**config.mk**
```make
export PLATFORM = sky130hd
export DESIGN_NAME = reference_clock_output_control
export DESIGN_NICKNAME = d
export VERILOG_FILES = /design/src/design/refclk_pkg.sv /design/src/design/clock_prescaler.sv /design/src/design/reference_clock_output_control.sv
export VERILOG_INCLUDE_DIRS = /design/src /design/src/design
export SDC_FILE = /design/constraint.sdc
export NUM_CORES = 1
export LEC_CHECK = 0
export ABC_AREA = 1
export BUFFER_PORTS_ARGS = -buffer_cell sky130_fd_sc_hd__buf_4
export CORE_MARGIN = 2
export CORE_UTILIZATION = 35
export CTS_BUF_LIST = sky130_fd_sc_hd__clkbuf_4
export DETAILED_ROUTE_END_ITERATION = 16
export SYNTH_ARGS = -nofsm -noshare
export SYNTH_HDL_FRONTEND = slang
export SYNTH_SLANG_ARGS = --single-unit
```
**constraint.sdc**
```tcl
create_clock -name clk -period 2.95 [get_ports clk]
set_clock_uncertainty 0.05 [all_clocks]
set_input_delay 0.4425 -clock clk [delete_from_list [all_inputs] [get_ports clk]]
set_output_delay 0.4425 -clock clk [all_outputs]
set_load 0.005 [all_outputs]
```
**src/design/refclk_consts.svh**
```systemverilog
`ifndef REFCLK_CONSTS_SVH
`define REFCLK_CONSTS_SVH

// Register offsets on the device register port.
`define CTRL_ADDR        6'h03
`define OSC_ADDR         6'h12

// Clock-output control register layout and reset values.
`define TIMING_BIT       7
`define PHASE_BIT        5
`define PHASE_INV_BIT    4
`define DEFER_BIT        3
`define RATE_MSB         2
`define RATE_RESET       3'h1
`define DEFER_RESET      1'b1
`define RATE_OFF         3'h0
`define RATE_FAST_MAX    3'h5

// Oscillator control register layout and reset values.
`define MODE_MSB         7
`define MODE_LSB         4
`define TRIM_MSB         3
`define MODE_EXTERNAL    4'h5
`define MODE_RESET       4'hF
`define TRIM_RESET       4'h0

// Timing.
`define CLK_MHZ          100
`define REF_MHZ          16
`define CLK_PERIOD_NS    10
`define SLEEP_SETTLE_NS  180000
`define DEEP_SETTLE_NS   330000
`define DRAIN_CYCLES     35

`endif

```
**src/design/refclk_pkg.sv**
```systemverilog
`include "refclk_consts.svh"

package refclk_pkg;

    typedef logic [2:0] rate_code_t;

    // Power states seen by the clock output logic.
    typedef enum logic [2:0] {
        ST_RUN,
        ST_DRAIN,
        ST_SLEEP,
        ST_DEEP,
        ST_WAKE
    } pwr_state_t;

    // Half-period length in 32 MHz half-ticks for each output-rate code.
    function automatic logic [8:0] half_len(input rate_code_t code);
        logic [8:0] len;
        len = 9'h001;
        unique case (code)
            3'h1: len = 9'h010;
            3'h2: len = 9'h008;
            3'h3: len = 9'h004;
            3'h4: len = 9'h002;
            3'h5: len = 9'h001;
            3'h6: len = 9'h040;
            3'h7: len = 9'h100;
            3'h0: len = 9'h001;
        endcase
        return len;
    endfunction

endpackage

```
**src/design/clock_prescaler.sv**
```systemverilog
`timescale 1ns/1ps
`include "refclk_consts.svh"

module clock_prescaler
    import refclk_pkg::*;
#(
    parameter int CLK_MHZ = `CLK_MHZ,
    parameter int REF_MHZ = `REF_MHZ
) (
    input  wire logic       clk,
    input  wire logic       porResetn,
    input  wire logic       run,
    input  wire rate_code_t rateCode,
    output logic            clkOut,
    output logic            fallPulse
);

    localparam logic [7:0] STEP = 8'(2 * REF_MHZ);
    localparam logic [7:0] WRAP = 8'(CLK_MHZ);

    logic [7:0] acc_q;
    logic       halfTick;
    logic [8:0] halfCnt_q;
    rate_code_t curCode_q;

    // Fractional accumulator: half-ticks of the 16 MHz reference on average.
    assign halfTick = (acc_q + STEP) >= WRAP;

    always_ff @(posedge clk) begin
        if (!porResetn) begin
            acc_q <= 8'h00;
        end else if (halfTick) begin
            acc_q <= acc_q + STEP - WRAP;
        end else begin
            acc_q <= acc_q + STEP;
        end
    end

    // A new code is adopted only where a whole half period ends, so a rate
    // change never shortens a pulse on the pin; code zero parks the pin low.
    always_ff @(posedge clk) begin
        if (!porResetn || !run) begin
            clkOut    <= 1'b0;
            halfCnt_q <= 9'h000;
            curCode_q <= rateCode;
            fallPulse <= 1'b0;
        end else begin
            fallPulse <= 1'b0;
            if (halfTick) begin
                if (halfCnt_q + 9'h001 >= half_len(curCode_q)) begin
                    halfCnt_q <= 9'h000;
                    if (clkOut) begin
                        clkOut    <= 1'b0;
                        fallPulse <= 1'b1;
                        curCode_q <= rateCode;
                    end else begin
                        curCode_q <= rateCode;
                        clkOut    <= (rateCode != `RATE_OFF);
                    end
                end else begin
                    halfCnt_q <= halfCnt_q + 9'h001;
                end
            end
        end
    end

endmodule

```
**src/design/reference_clock_output_control.sv**
```systemverilog
`timescale 1ns/1ps
`include "refclk_consts.svh"

//Contract
// RULE1 - Prescaled 16 MHz reference drives output pin.
// RULE2 - Defer clear: rate change immediate, glitch free.
// RULE3 - Defer set, rate nonzero: apply on wake.
// RULE4 - Reset keeps running rate, field reads one.
// RULE5 - Unrewritten field returns clock to 1 MHz.
// RULE6 - Software rewrites old rate after reset.
// RULE7 - Deep_power_down_state exit: 1 MHz after oscillator settles.
// RULE8 - Software turns clock off when unused.
// RULE9 - Control register 0x03: defer bit3, rate 2:0.
// RULE10 - Oscillator ready 180 us or 330 us.
// RULE11 - Trim field selects load capacitance steps.
// RULE12 - Software selects external mode for external reference.
// RULE13 - Rate codes map zero off through 62.5 kHz.
// RULE14 - Mode 0x5 external, 0xF internal oscillator.
// RULE15 - Thirty-five extra clocks before entering sleep; the code drains only at rate codes 1 to 5, not 6 or 7.
// RULE16 - Deferred rate held in shadow until wake.
module reference_clock_output_control
    import refclk_pkg::*;
#(
    parameter int SLEEP_SETTLE_CYC =
        (`SLEEP_SETTLE_NS + `CLK_PERIOD_NS - 1) / `CLK_PERIOD_NS,
    parameter int DEEP_SETTLE_CYC =
        (`DEEP_SETTLE_NS + `CLK_PERIOD_NS - 1) / `CLK_PERIOD_NS,
    parameter int DRAIN_CYCLES = `DRAIN_CYCLES
) (
    input  wire logic       clk,
    input  wire logic       resetn,
    input  wire logic       porResetn,
    input  wire logic [5:0] regAddr,
    input  wire logic       regWrEn,
    input  wire logic       regRdEn,
    input  wire logic [7:0] regWrData,
    output logic      [7:0] regRdData,
    input  wire logic       sleepTransmitPin,
    input  wire logic       radioIdleState,
    input  wire logic       deepSleepSel,
    input  wire logic       wakeReq,
    output logic            hostClockOut,
    output logic            oscRunning,
    output logic            oscInternalEnable,
    output logic      [3:0] oscLoadTrim,
    output logic            clockReady,
    output rate_code_t      activeRateCode,
    output logic            timingMeasureEnable,
    output logic            phaseMeasureEnable,
    output logic            phaseMeasureIfInvert
);

    rate_code_t  rateField_q;
    logic        deferSel_q;
    rate_code_t  activeRate_q;
    logic  [3:0] oscMode_q;
    logic  [3:0] oscTrim_q;
    pwr_state_t  state_q;
    logic        deepTarget_q;
    logic [15:0] settleCnt_q;
    logic  [5:0] drainCnt_q;
    logic        wrCtrl;
    logic        wrOsc;
    logic        rateDeferred;
    logic        exitSleep;
    logic        exitDeep;
    logic        sleepAsk;
    logic        fastRate;
    logic        fallPulse;
    logic        divRun;
    rate_code_t  wrRate;
    logic        ctrlRewritten_q;

    // Register port decode; writes are ignored while reset is held.
    assign wrCtrl = resetn && regWrEn && (regAddr == `CTRL_ADDR);
    assign wrOsc  = resetn && regWrEn && (regAddr == `OSC_ADDR);
    assign wrRate = regWrData[`RATE_MSB:0];

    // RULE3 defer decision
    // A write defers only when deferral is selected and the rate field held a nonzero code.
    assign rateDeferred = regWrData[`DEFER_BIT] && (rateField_q != `RATE_OFF);

    assign exitSleep = resetn && (state_q == ST_SLEEP) && wakeReq;
    assign exitDeep  = resetn && (state_q == ST_DEEP) && wakeReq;
    assign sleepAsk  = sleepTransmitPin && radioIdleState;
    assign fastRate  = (activeRate_q != `RATE_OFF)
                    && (activeRate_q <= `RATE_FAST_MAX);

    // RULE9 control register
    // The visible register fields go back to their reset values on resetn.
    always_ff @(posedge clk) begin
        if (!resetn) begin
            // RULE5 field default
            rateField_q          <= `RATE_RESET;
            deferSel_q           <= `DEFER_RESET;
            timingMeasureEnable  <= 1'b0;
            phaseMeasureEnable   <= 1'b0;
            phaseMeasureIfInvert <= 1'b0;
        end else if (wrCtrl) begin
            rateField_q          <= wrRate;
            deferSel_q           <= regWrData[`DEFER_BIT];
            timingMeasureEnable  <= regWrData[`TIMING_BIT];
            phaseMeasureEnable   <= regWrData[`PHASE_BIT];
            phaseMeasureIfInvert <= regWrData[`PHASE_INV_BIT];
        end
    end

    // RULE4 rate survives reset
    // The running rate is reset only at power-on, so a soft reset leaves the
    // pin running while the field reads the default. Immediate writes win over a wake.
    always_ff @(posedge clk) begin
        if (!porResetn) begin
            activeRate_q <= `RATE_RESET;
        end else if (wrCtrl && !rateDeferred) begin
            // RULE2 immediate change
            activeRate_q <= wrRate;
        end else if (exitSleep) begin
            // RULE16 shadow to active
            activeRate_q <= rateField_q;
        end else if (exitDeep) begin
            // RULE7 deep wake default
            activeRate_q <= `RATE_RESET;
        end
    end

    // RULE5 rewrite tracker
    always_ff @(posedge clk) begin
        if (!resetn) begin
            ctrlRewritten_q <= 1'b0;
        end else if (wrCtrl) begin
            ctrlRewritten_q <= 1'b1;
        end
    end

    // RULE14 oscillator control register
    always_ff @(posedge clk) begin
        if (!resetn) begin
            oscMode_q <= `MODE_RESET;
            oscTrim_q <= `TRIM_RESET;
        end else if (wrOsc) begin
            oscMode_q <= regWrData[`MODE_MSB:`MODE_LSB];
            oscTrim_q <= regWrData[`TRIM_MSB:0];
        end
    end

    // RULE11 trim pass-through
    // Each code is one 0.3 pF step of load capacitance, all codes valid.
    assign oscLoadTrim = oscTrim_q;

    // Reserved mode values keep the internal oscillator on, the safe choice.
    assign oscRunning        = (state_q != ST_SLEEP) && (state_q != ST_DEEP);
    assign oscInternalEnable = oscRunning && (oscMode_q != `MODE_EXTERNAL);
    assign clockReady        = (state_q == ST_RUN) || (state_q == ST_DRAIN);
    assign activeRateCode    = activeRate_q;

    // Read data is captured on the read strobe; unmapped offsets read zero.
    always_ff @(posedge clk) begin
        if (!resetn) begin
            regRdData <= 8'h00;
        end else if (regRdEn) begin
            unique case (regAddr)
                `CTRL_ADDR: regRdData <= {timingMeasureEnable, 1'b0,
                                          phaseMeasureEnable,
                                          phaseMeasureIfInvert,
                                          deferSel_q, rateField_q};
                `OSC_ADDR:  regRdData <= {oscMode_q, oscTrim_q};
                default:    regRdData <= 8'h00;
            endcase
        end
    end

    // Power sequencing. Reset leaves sleep states straight for the run state, so
    // the oscillator gets no settle time when reset is taken from there.
    always_ff @(posedge clk) begin
        if (!resetn) begin
            state_q      <= ST_RUN;
            deepTarget_q <= 1'b0;
            drainCnt_q   <= 6'h00;
            settleCnt_q  <= 16'h0000;
        end else begin
            unique case (state_q)
                ST_RUN: begin
                    if (sleepAsk) begin
                        deepTarget_q <= deepSleepSel;
                        drainCnt_q   <= 6'h00;
                        // RULE15 drain before sleep
                        if (fastRate) begin
                            state_q <= ST_DRAIN;
                        end else begin
                            state_q <= deepSleepSel ? ST_DEEP : ST_SLEEP;
                        end
                    end
                end
                ST_DRAIN: begin
                    if (fallPulse) begin
                        // RULE15 count extra cycles
                        if (drainCnt_q == 6'(DRAIN_CYCLES - 1)) begin
                            state_q <= deepTarget_q ? ST_DEEP : ST_SLEEP;
                        end
                        drainCnt_q <= drainCnt_q + 6'h01;
                    end
                end
                ST_SLEEP, ST_DEEP: begin
                    // RULE10 settle time
                    if (wakeReq) begin
                        state_q     <= ST_WAKE;
                        settleCnt_q <= (state_q == ST_DEEP)
                                     ? 16'(DEEP_SETTLE_CYC - 1)
                                     : 16'(SLEEP_SETTLE_CYC - 1);
                    end
                end
                ST_WAKE: begin
                    if (settleCnt_q == 16'h0000) begin
                        state_q <= ST_RUN;
                    end else begin
                        settleCnt_q <= settleCnt_q - 16'h0001;
                    end
                end
            endcase
        end
    end

    // RULE1 prescaler
    // The pin only toggles while clockReady is set, in the run and drain states.
    assign divRun = clockReady;

    // RULE13 rate decode
    clock_prescaler u_prescaler (
        .clk       (clk),
        .porResetn (porResetn),
        .run       (divRun),
        .rateCode  (activeRate_q),
        .clkOut    (hostClockOut),
        .fallPulse (fallPulse)
    );

    // RULE2 immediate write
    a_rate_immediate: assert property ( // RULE2
        @(posedge clk) disable iff (!resetn) wrCtrl && !rateDeferred
        |=> activeRate_q == $past(wrRate))
        else $error("immediate rate write not applied");

    // RULE3 deferred write
    a_rate_deferred: assert property ( // RULE3
        @(posedge clk) disable iff (!resetn) wrCtrl && rateDeferred
        && !exitSleep && !exitDeep |=> $stable(activeRate_q))
        else $error("deferred rate write changed running rate");

    // RULE16 shadow copy
    a_shadow_copy: assert property ( // RULE16
        @(posedge clk) disable iff (!resetn) exitSleep && !wrCtrl
        |=> activeRate_q == $past(rateField_q))
        else $error("sleep exit did not copy shadow rate");

    // RULE7 deep default
    a_deep_default: assert property ( // RULE7
        @(posedge clk) disable iff (!resetn) exitDeep && !wrCtrl
        |=> activeRate_q == `RATE_RESET ##1 (state_q == ST_WAKE) [*8])
        else $error("deep exit did not restart at default rate");

    // RULE4 reset keeps rate
    a_reset_keeps: assert property ( // RULE4
        @(posedge clk) disable iff (!porResetn) !resetn
        |=> $stable(activeRate_q) && rateField_q == `RATE_RESET
        && deferSel_q == `DEFER_RESET)
        else $error("reset disturbed running rate or field value");

    // RULE5 fallback after sleep
    a_fallback: assert property ( // RULE5
        @(posedge clk) disable iff (!resetn) exitSleep && !wrCtrl
        && !ctrlRewritten_q |=> activeRate_q == `RATE_RESET)
        else $error("rate did not fall back after sleep");

    // RULE10 dark while settling
    a_dark_settle: assert property ( // RULE10
        @(posedge clk) disable iff (!resetn) state_q == ST_WAKE
        |=> !hostClockOut || state_q == ST_RUN)
        else $error("clock driven before oscillator settled");

    // RULE15 drain length
    a_drain_count: assert property ( // RULE15
        @(posedge clk) disable iff (!resetn) state_q == ST_DRAIN && fallPulse
        && drainCnt_q == 6'(DRAIN_CYCLES - 1)
        |=> state_q == ST_SLEEP || state_q == ST_DEEP)
        else $error("drain did not end after extra cycles");

    // RULE13 code zero holds low
    a_off_low: assert property ( // RULE13
        @(posedge clk) disable iff (!resetn)
        !hostClockOut && activeRate_q == `RATE_OFF
        |=> !hostClockOut)
        else $error("pin rose with output rate off");

endmodule

```
==> results.yml, run 1 <==
placement:
  hpwl_um: 6560
  dpl.cell_count: 726
  gp_congestion: 0.802
  io_buffers: 44
synthesis:
  ys_types: 42
  synth_edf_count: 3
  post-synth-top-count-cell: "inv_1"
  avgSynthCellArea_um2: 7.22
  yosysSeqAreaShare: 0.407
  syn_area_mm2: 0.00396
  yosys-top-cells-area: "dfxtp_1 38%, inv_1 9.3%, nand2_1 8.1%"
  async_reset_ff_frac: 0
  synth_nets: 587
  syn-instance-count: 549
  synth_warnings: 0
  yosysTopAreaCell: "dfxtp_1"
  synth_commonest_cells: "98 x inv_1, 86 x nand2_1, 76 x dfxtp_1"
  ys_ff_latch: 79
  ys.flop_type: "dfxtp_1"
  synth_top_area_frac: 0.384
sta:
  tightestPinTransition_ns: 0.494
  period_share: 0.877
  final_max_slew_viol_count: 0
  rsz0062_at_grt: "no"
  tns_ns: 0
  relSlewSlack: 0.670
  min_period_ns: 2.59
  timing.fmax_mhz: 387
  setup_viol: 0
  hold_violations: 0
critical_path:
  end_kind: "register"
  crit_fanout: 7
  worstPathRequired_ns: 3.23
  path_class: "register to register"
  cp.arrival_ns: 2.87
  startpoint_type: "register"
cts:
  cts_buffers: 9
  post_cts_buffers: 0
  cts_tree: "built"
  cts.sinks: 79
  clkTransAtPathRegs_ns: 0.12
  clk-insertion-delay-late_ns: 0.44
  clock_path_buffers: 2
  htree_levels: 3
  cts_root_buf: "clkbuf_4"
power:
  switching_share: 0.415
  power_w: 0.00352
  internal_power_w: 0.00206
  vdd_drop_max_v: 0.000340
  p_clk_frac: 0.181
  cellLeakagePower_nw: 2.08
  seqPwrFrac: 0.389
  powerDensity_mw_per_mm2: 768
  switching_power_w: 0.00146
  combPwrFrac: 0.430
global_routing:
  first_global_vias: 3260
  grt_pass1_wl_um: 14700
  grt_max_degree: 32
  gr-total-overflow: 0
  antenna_found_initial: 0
  grt_use_total: 0.156
run_status:
  outcome: "completed"
cells_and_area:
  multiInputGateArea_mm2: 0.00192
  fillers: 1139
  final_cells: 742
  final_nets: 635
  drive_above_1_share: 0.128
  seq_area_mm2: 0.00161
  syn2layout_area_growth_pct: 15.6
  num_antenna_cells: 0
route:
  drt-vias-per-instance: 4.79
  vias: 3552
  drt_first_pass_iters: 5
  drt_iter0_markers: 182
  wl_per_cell_um: 11.8
  routed_wl_um: 8770
  drc_errors: 0
  ant_nets: 0
floorplanning:
  core_mm2: 0.0109
  die_y_um: 110
  start_util: 0.362
  ioPinCount: 45
  rows: 38
  die_area_mm2: 0.0122
  fp.dieW_um: 110
flow_run:
  max_cap_violations: 0
min_path:
  holdCritPathClass: "primary input to register"
## worst max-delay path: stages (launching register included)
cell	delay [ns]
dfxtp_1	0.43
ha_1	0.20
nand2_1	0.08
nor2_2	0.17
inv_1	0.05
nand2_1	0.08
inv_1	0.05
ha_1	0.28
nand2_1	0.09
nor2_1	0.04
a21oi_1	0.12
nand3_1	0.09
nand2_1	0.06
nand2_1	0.04
nand2_1	0.11
nand3_4	0.11
nand2_4	0.11
nand2_1	0.07
nand2_2	0.09
inv_1	0.06
nand2_1	0.07
nor2_1	0.04
## repair_timing
action                                  in CTS  in global routing
resized for setup                            0                  1
hold endpoints to repair                     0                  0
hold buffers                                 0                  0
endpoints found under the setup margin       0                  4
## layout by cell type, fill, tap and decap left out, types with 3 or more instances in the layout
cell type  Yosys  layout
inv_1         98      98
inv_2          4       4
a221oi_1       5       5
nand2_1       86      86
a31oi_1        3       3
a211oi_1       6       6
dfxtp_1       76      76
nor3_1        16      16
clkbuf_4       0      11
o221ai_1       7       7
nand4_1        6       6
nor2_1        68      67
clkinv_2       0       3
edfxtp_1       3       3
a21oi_1       35      35
xor2_1        10      10
o21ai_0       46      46
ha_1          15      15
buf_4          0      47
nand3_1       27      27
## layout make-up
cell class,instances,share of cell area
clock buffer,11,0.0180
clock inverter,5,0.0107
inverter,103,0.0844
multi-input combinational,357,0.420
sequential,79,0.352
tap,140,0.0383
timing repair buffer,47,0.0771
## flip-flops by register name, summed over array words and instances, names as in the netlist, 3 cells and up, named ones only
signal and count:
settleCnt_q 16, u_prescaler.halfCnt_q 9, regRdData 8, drainCnt_q 6, u_prescaler.acc_q 6, oscLoadTrim 4, oscMode_q 4, activeRateCode 3
rateField_q 3, state_q 3, u_prescaler.curCode_q 3
## kinds of logic (layout without fill, tap and decap cells)
group / count (synthesis) / in the layout / share of synthesized area
AND/OR/NAND/NOR: 219 / 219 / 0.245
buffers and inverters: 113 / 166 / 0.109
AO/OA/AOI/OAI: 111 / 111 / 0.165
flip-flops: 79 / 79 / 0.407
adder cells (fa/ha/maj): 15 / 15 / 0.0474
XOR/XNOR: 12 / 12 / 0.0265
## worst paths after layout
path | from | depth (start not counted) | slack [ns] | to
worst max-delay path | u_prescaler.halfCnt_q[0] | 21 | 0.36 | register
worst min-delay path | regWrData[6] | 3 | 0.18 | oscMode_q[2]
worst max register to register | u_prescaler.halfCnt_q[0] | 21 | 0.36 | register
worst min register to register | deepTarget_q | 2 | 0.41 | deepTarget_q
## metrics by stage
step	hold WS [ns]	area, µm²	utilization	setup slack [ns]
after floorplan	0.375	3960	-	0.599
after global placement	0.388	4440	0.406	0.441
after detailed placement	0.398	4440	0.406	0.343
after CTS	0.145	4580	0.418	0.323
after global routing	0.140	4580	0.419	0.0294
final	0.182	4580	0.419	0.363
## power by group through the flow
stage / logic (W) / clock network [W] / registers, W
final: 0.00151 / 0.000637 / 0.00137
after global routing: 0.00178 / 0.000704 / 0.00139
after CTS: 0.00152 / 0.000662 / 0.00137
after detailed placement: 0.00151 / 0 / 0.00139
after global placement: 0.00148 / 0 / 0.00139
after floorplan: 0.00119 / 0 / 0.00136
## metal layers
metal	global-route usage	vias to the layer above	routed length, µm	share of wire
li1	-	1881	-	-
met1	0.193	1598	4080	0.47
met2	0.257	67	4230	0.48
met3	0.0511	6	387	0.044
met4	0.0491	0	62	0.0071
met5	0	-	0	0
Note: power is estimated with default switching activity, not from simulation.
==> inputs of run 2 (changes only) <==
--- a/config.mk
+++ b/config.mk
@@ -10,7 +10,7 @@
 export BUFFER_PORTS_ARGS = -buffer_cell sky130_fd_sc_hd__buf_4
 export CORE_MARGIN = 2
 export CORE_UTILIZATION = 35
-export CTS_BUF_LIST = sky130_fd_sc_hd__clkbuf_4
+export CTS_BUF_LIST = sky130_fd_sc_hd__clkbuf_8
 export DETAILED_ROUTE_END_ITERATION = 16
 export SYNTH_ARGS = -nofsm -noshare
 export SYNTH_HDL_FRONTEND = slang
==> constraint.sdc (replaced) <==
create_clock -name clk -period 3.03 [get_ports clk]
set_clock_uncertainty 0.05 [all_clocks]
set_input_delay 0.4545 -clock clk [delete_from_list [all_inputs] [get_ports clk]]
set_output_delay 0.4545 -clock clk [all_outputs]
set_load 0.005 [all_outputs]
==> results.yml, run 2 (synthesis gave the netlist of run 1 again) <==
run_status:
  outcome: "completed"
cells_and_area:
  seq_area_mm2: 0.00161
  largest_reg_flops: 16
  syn2layout_area_growth_pct: 17.0
  final_cell_mix: "98 x inv_1, 86 x nand2_1, 76 x dfxtp_1"
  final_common_cell: "inv_1"
  drive_above_1_share: 0.126
  reg_top3: "settleCnt_q x16, u_prescaler.halfCnt_q x9, regRdData x8"
  multiInputGateArea_mm2: 0.00192
  final_area_mm2: 0.00463
  final_cells: 741
  final_nets: 634
  num_antenna_cells: 0
  fillers: 1152
  top_register: "settleCnt_q"
floorplanning:
  rows: 38
  ioPinCount: 45
  die_area_mm2: 0.0122
  start_util: 0.362
  die_y_um: 110
  core_mm2: 0.0109
  fp.dieW_um: 110
placement:
  dpl.cell_count: 725
  pre_cts_slack_ns: 0.448
  gp_congestion: 0.803
  hpwl_um: 6680
  dpl_cell_area_mm2: 0.00444
  io_buffers: 44
cts:
  cts.sinks: 79
  clkTransAtPathRegs_ns: 0.08
  htree_levels: 3
  clock_path_buffers: 2
  clk-insertion-delay-late_ns: 0.36
  cts_hold_buf: 0
  cts_resized: 0
  cts_root_buf: "clkbuf_8"
  post_cts_buffers: 0
  cts_tree: "built"
  cts_buffers: 9
route:
  drt-vias-per-instance: 4.86
  routed_wl_um: 8920
  drt_iter0_markers: 131
  ant_nets: 0
  vias: 3599
  drc_errors: 0
  wl_per_cell_um: 12.0
  drt_first_pass_iters: 4
critical_path:
  path_class: "register to register"
  cp.arrival_ns: 2.79
  end_kind: "register"
  rr_worst_depth: 21
  path_cells: "ha_1 > nand2_1 > nor2_1 > inv_1 > nand2_1 > inv_1 > ha_1 > nand2_1 > nor2_1 > a21oi_1 > nand3_1 > nand2_1 > nand2_1 > nand2_1 > nand3_4 > nand2_4 > nand2_1 > nand2_2 > inv_1 > nand2_1 > nor2_1"
  max_stage_delay_ns: 0.42
  critPathSlowestCell: "dfxtp_1"
  startpoint_type: "register"
  crit_fanout: 7
  crit_top_cell: "nand2_1"
  rr_startpoint: "u_prescaler.halfCnt_q[0]"
  worstPathRequired_ns: 3.23
  startpoint: "u_prescaler.halfCnt_q[0]"
  regToRegSetupSlack_ns: 0.43
power:
  internal_power_w: 0.00213
  powerDensity_mw_per_mm2: 775
  vdd_drop_max_v: 0.000484
  combPwrFrac: 0.409
  seqPwrFrac: 0.371
  switching_power_w: 0.00146
  switching_share: 0.406
  p_clk_frac: 0.220
  cellLeakagePower_nw: 2.10
sta:
  rsz0062_at_grt: "no"
  hold_ws_ns: 0.279
  fin_ws_ns: 0.434
  hold_violations: 0
  tightestPinTransition_ns: 0.496
  timing.fmax_mhz: 385
  relSlewSlack: 0.669
  setup_viol: 0
  tns_ns: 0
  final_max_slew_viol_count: 0
  period_share: 0.857
  min_period_ns: 2.60
min_path:
  holdCritPathClass: "primary input to register"
global_routing:
  first_global_vias: 3363
  grt_use_total: 0.157
  grt_max_degree: 32
  gr-total-overflow: 0
  antenna_found_initial: 0
  grt_pass1_wl_um: 15000
flow_run:
  max_cap_violations: 0
## run 2: final cells by class
type                       instances  area share
sequential                        79       0.348
timing repair buffer              46      0.0745
multi-input combinational        357       0.414
tap                              140      0.0378
inverter                         103      0.0834
clock buffer                      10      0.0297
clock inverter                     6      0.0130
## run 2: power by group through the flow
stage          combinational, W  clock (W)  sequential (W)
3_5_place_dp            0.00147          0         0.00136
5_1_grt                 0.00172   0.000854         0.00135
3_3_place_gp            0.00144          0         0.00135
4_1_cts                 0.00148   0.000816         0.00133
6_report                0.00147   0.000789         0.00133
2_1_floorplan           0.00115          0         0.00133
## run 2: routing by layer
metal	global-route usage	part of all wire
met4	0.0304	0.0062
met2	0.269	0.48
met3	0.0482	0.041
met1	0.197	0.47
met5	0	0
## run 2: how the worst min path moves through the flow
| stage | startpoint | to | cells after the start |
|---|---|---|---|
| after floorplan | deepTarget_q | deepTarget_q | 2 |
| final | regWrData[5] | oscMode_q[1] | 3 |
| after detailed placement | deepTarget_q | deepTarget_q | 2 |
| after global placement | deepTarget_q | deepTarget_q | 2 |
| after global routing | regWrData[7] | oscMode_q[3] | 3 |
| after CTS | regWrData[6] | oscMode_q[2] | 3 |
## run 2: per-stage QoR
step	utilization	power (W)
after floorplan	-	0.00248
after global placement	0.406	0.00279
after detailed placement	0.406	0.00283
after CTS	0.424	0.00363
after global routing	0.424	0.00393
final	0.424	0.00359
## run 2: worst max-delay path: cells and delay by family, from the launching register on
family	cells	cell delay (ns)
DFF	1	0.42
buffers and inverters	3	0.18
AOI/OAI and AO/OA	1	0.11
and+or+nand+nor	15	1.27
adders and majority gates	2	0.47
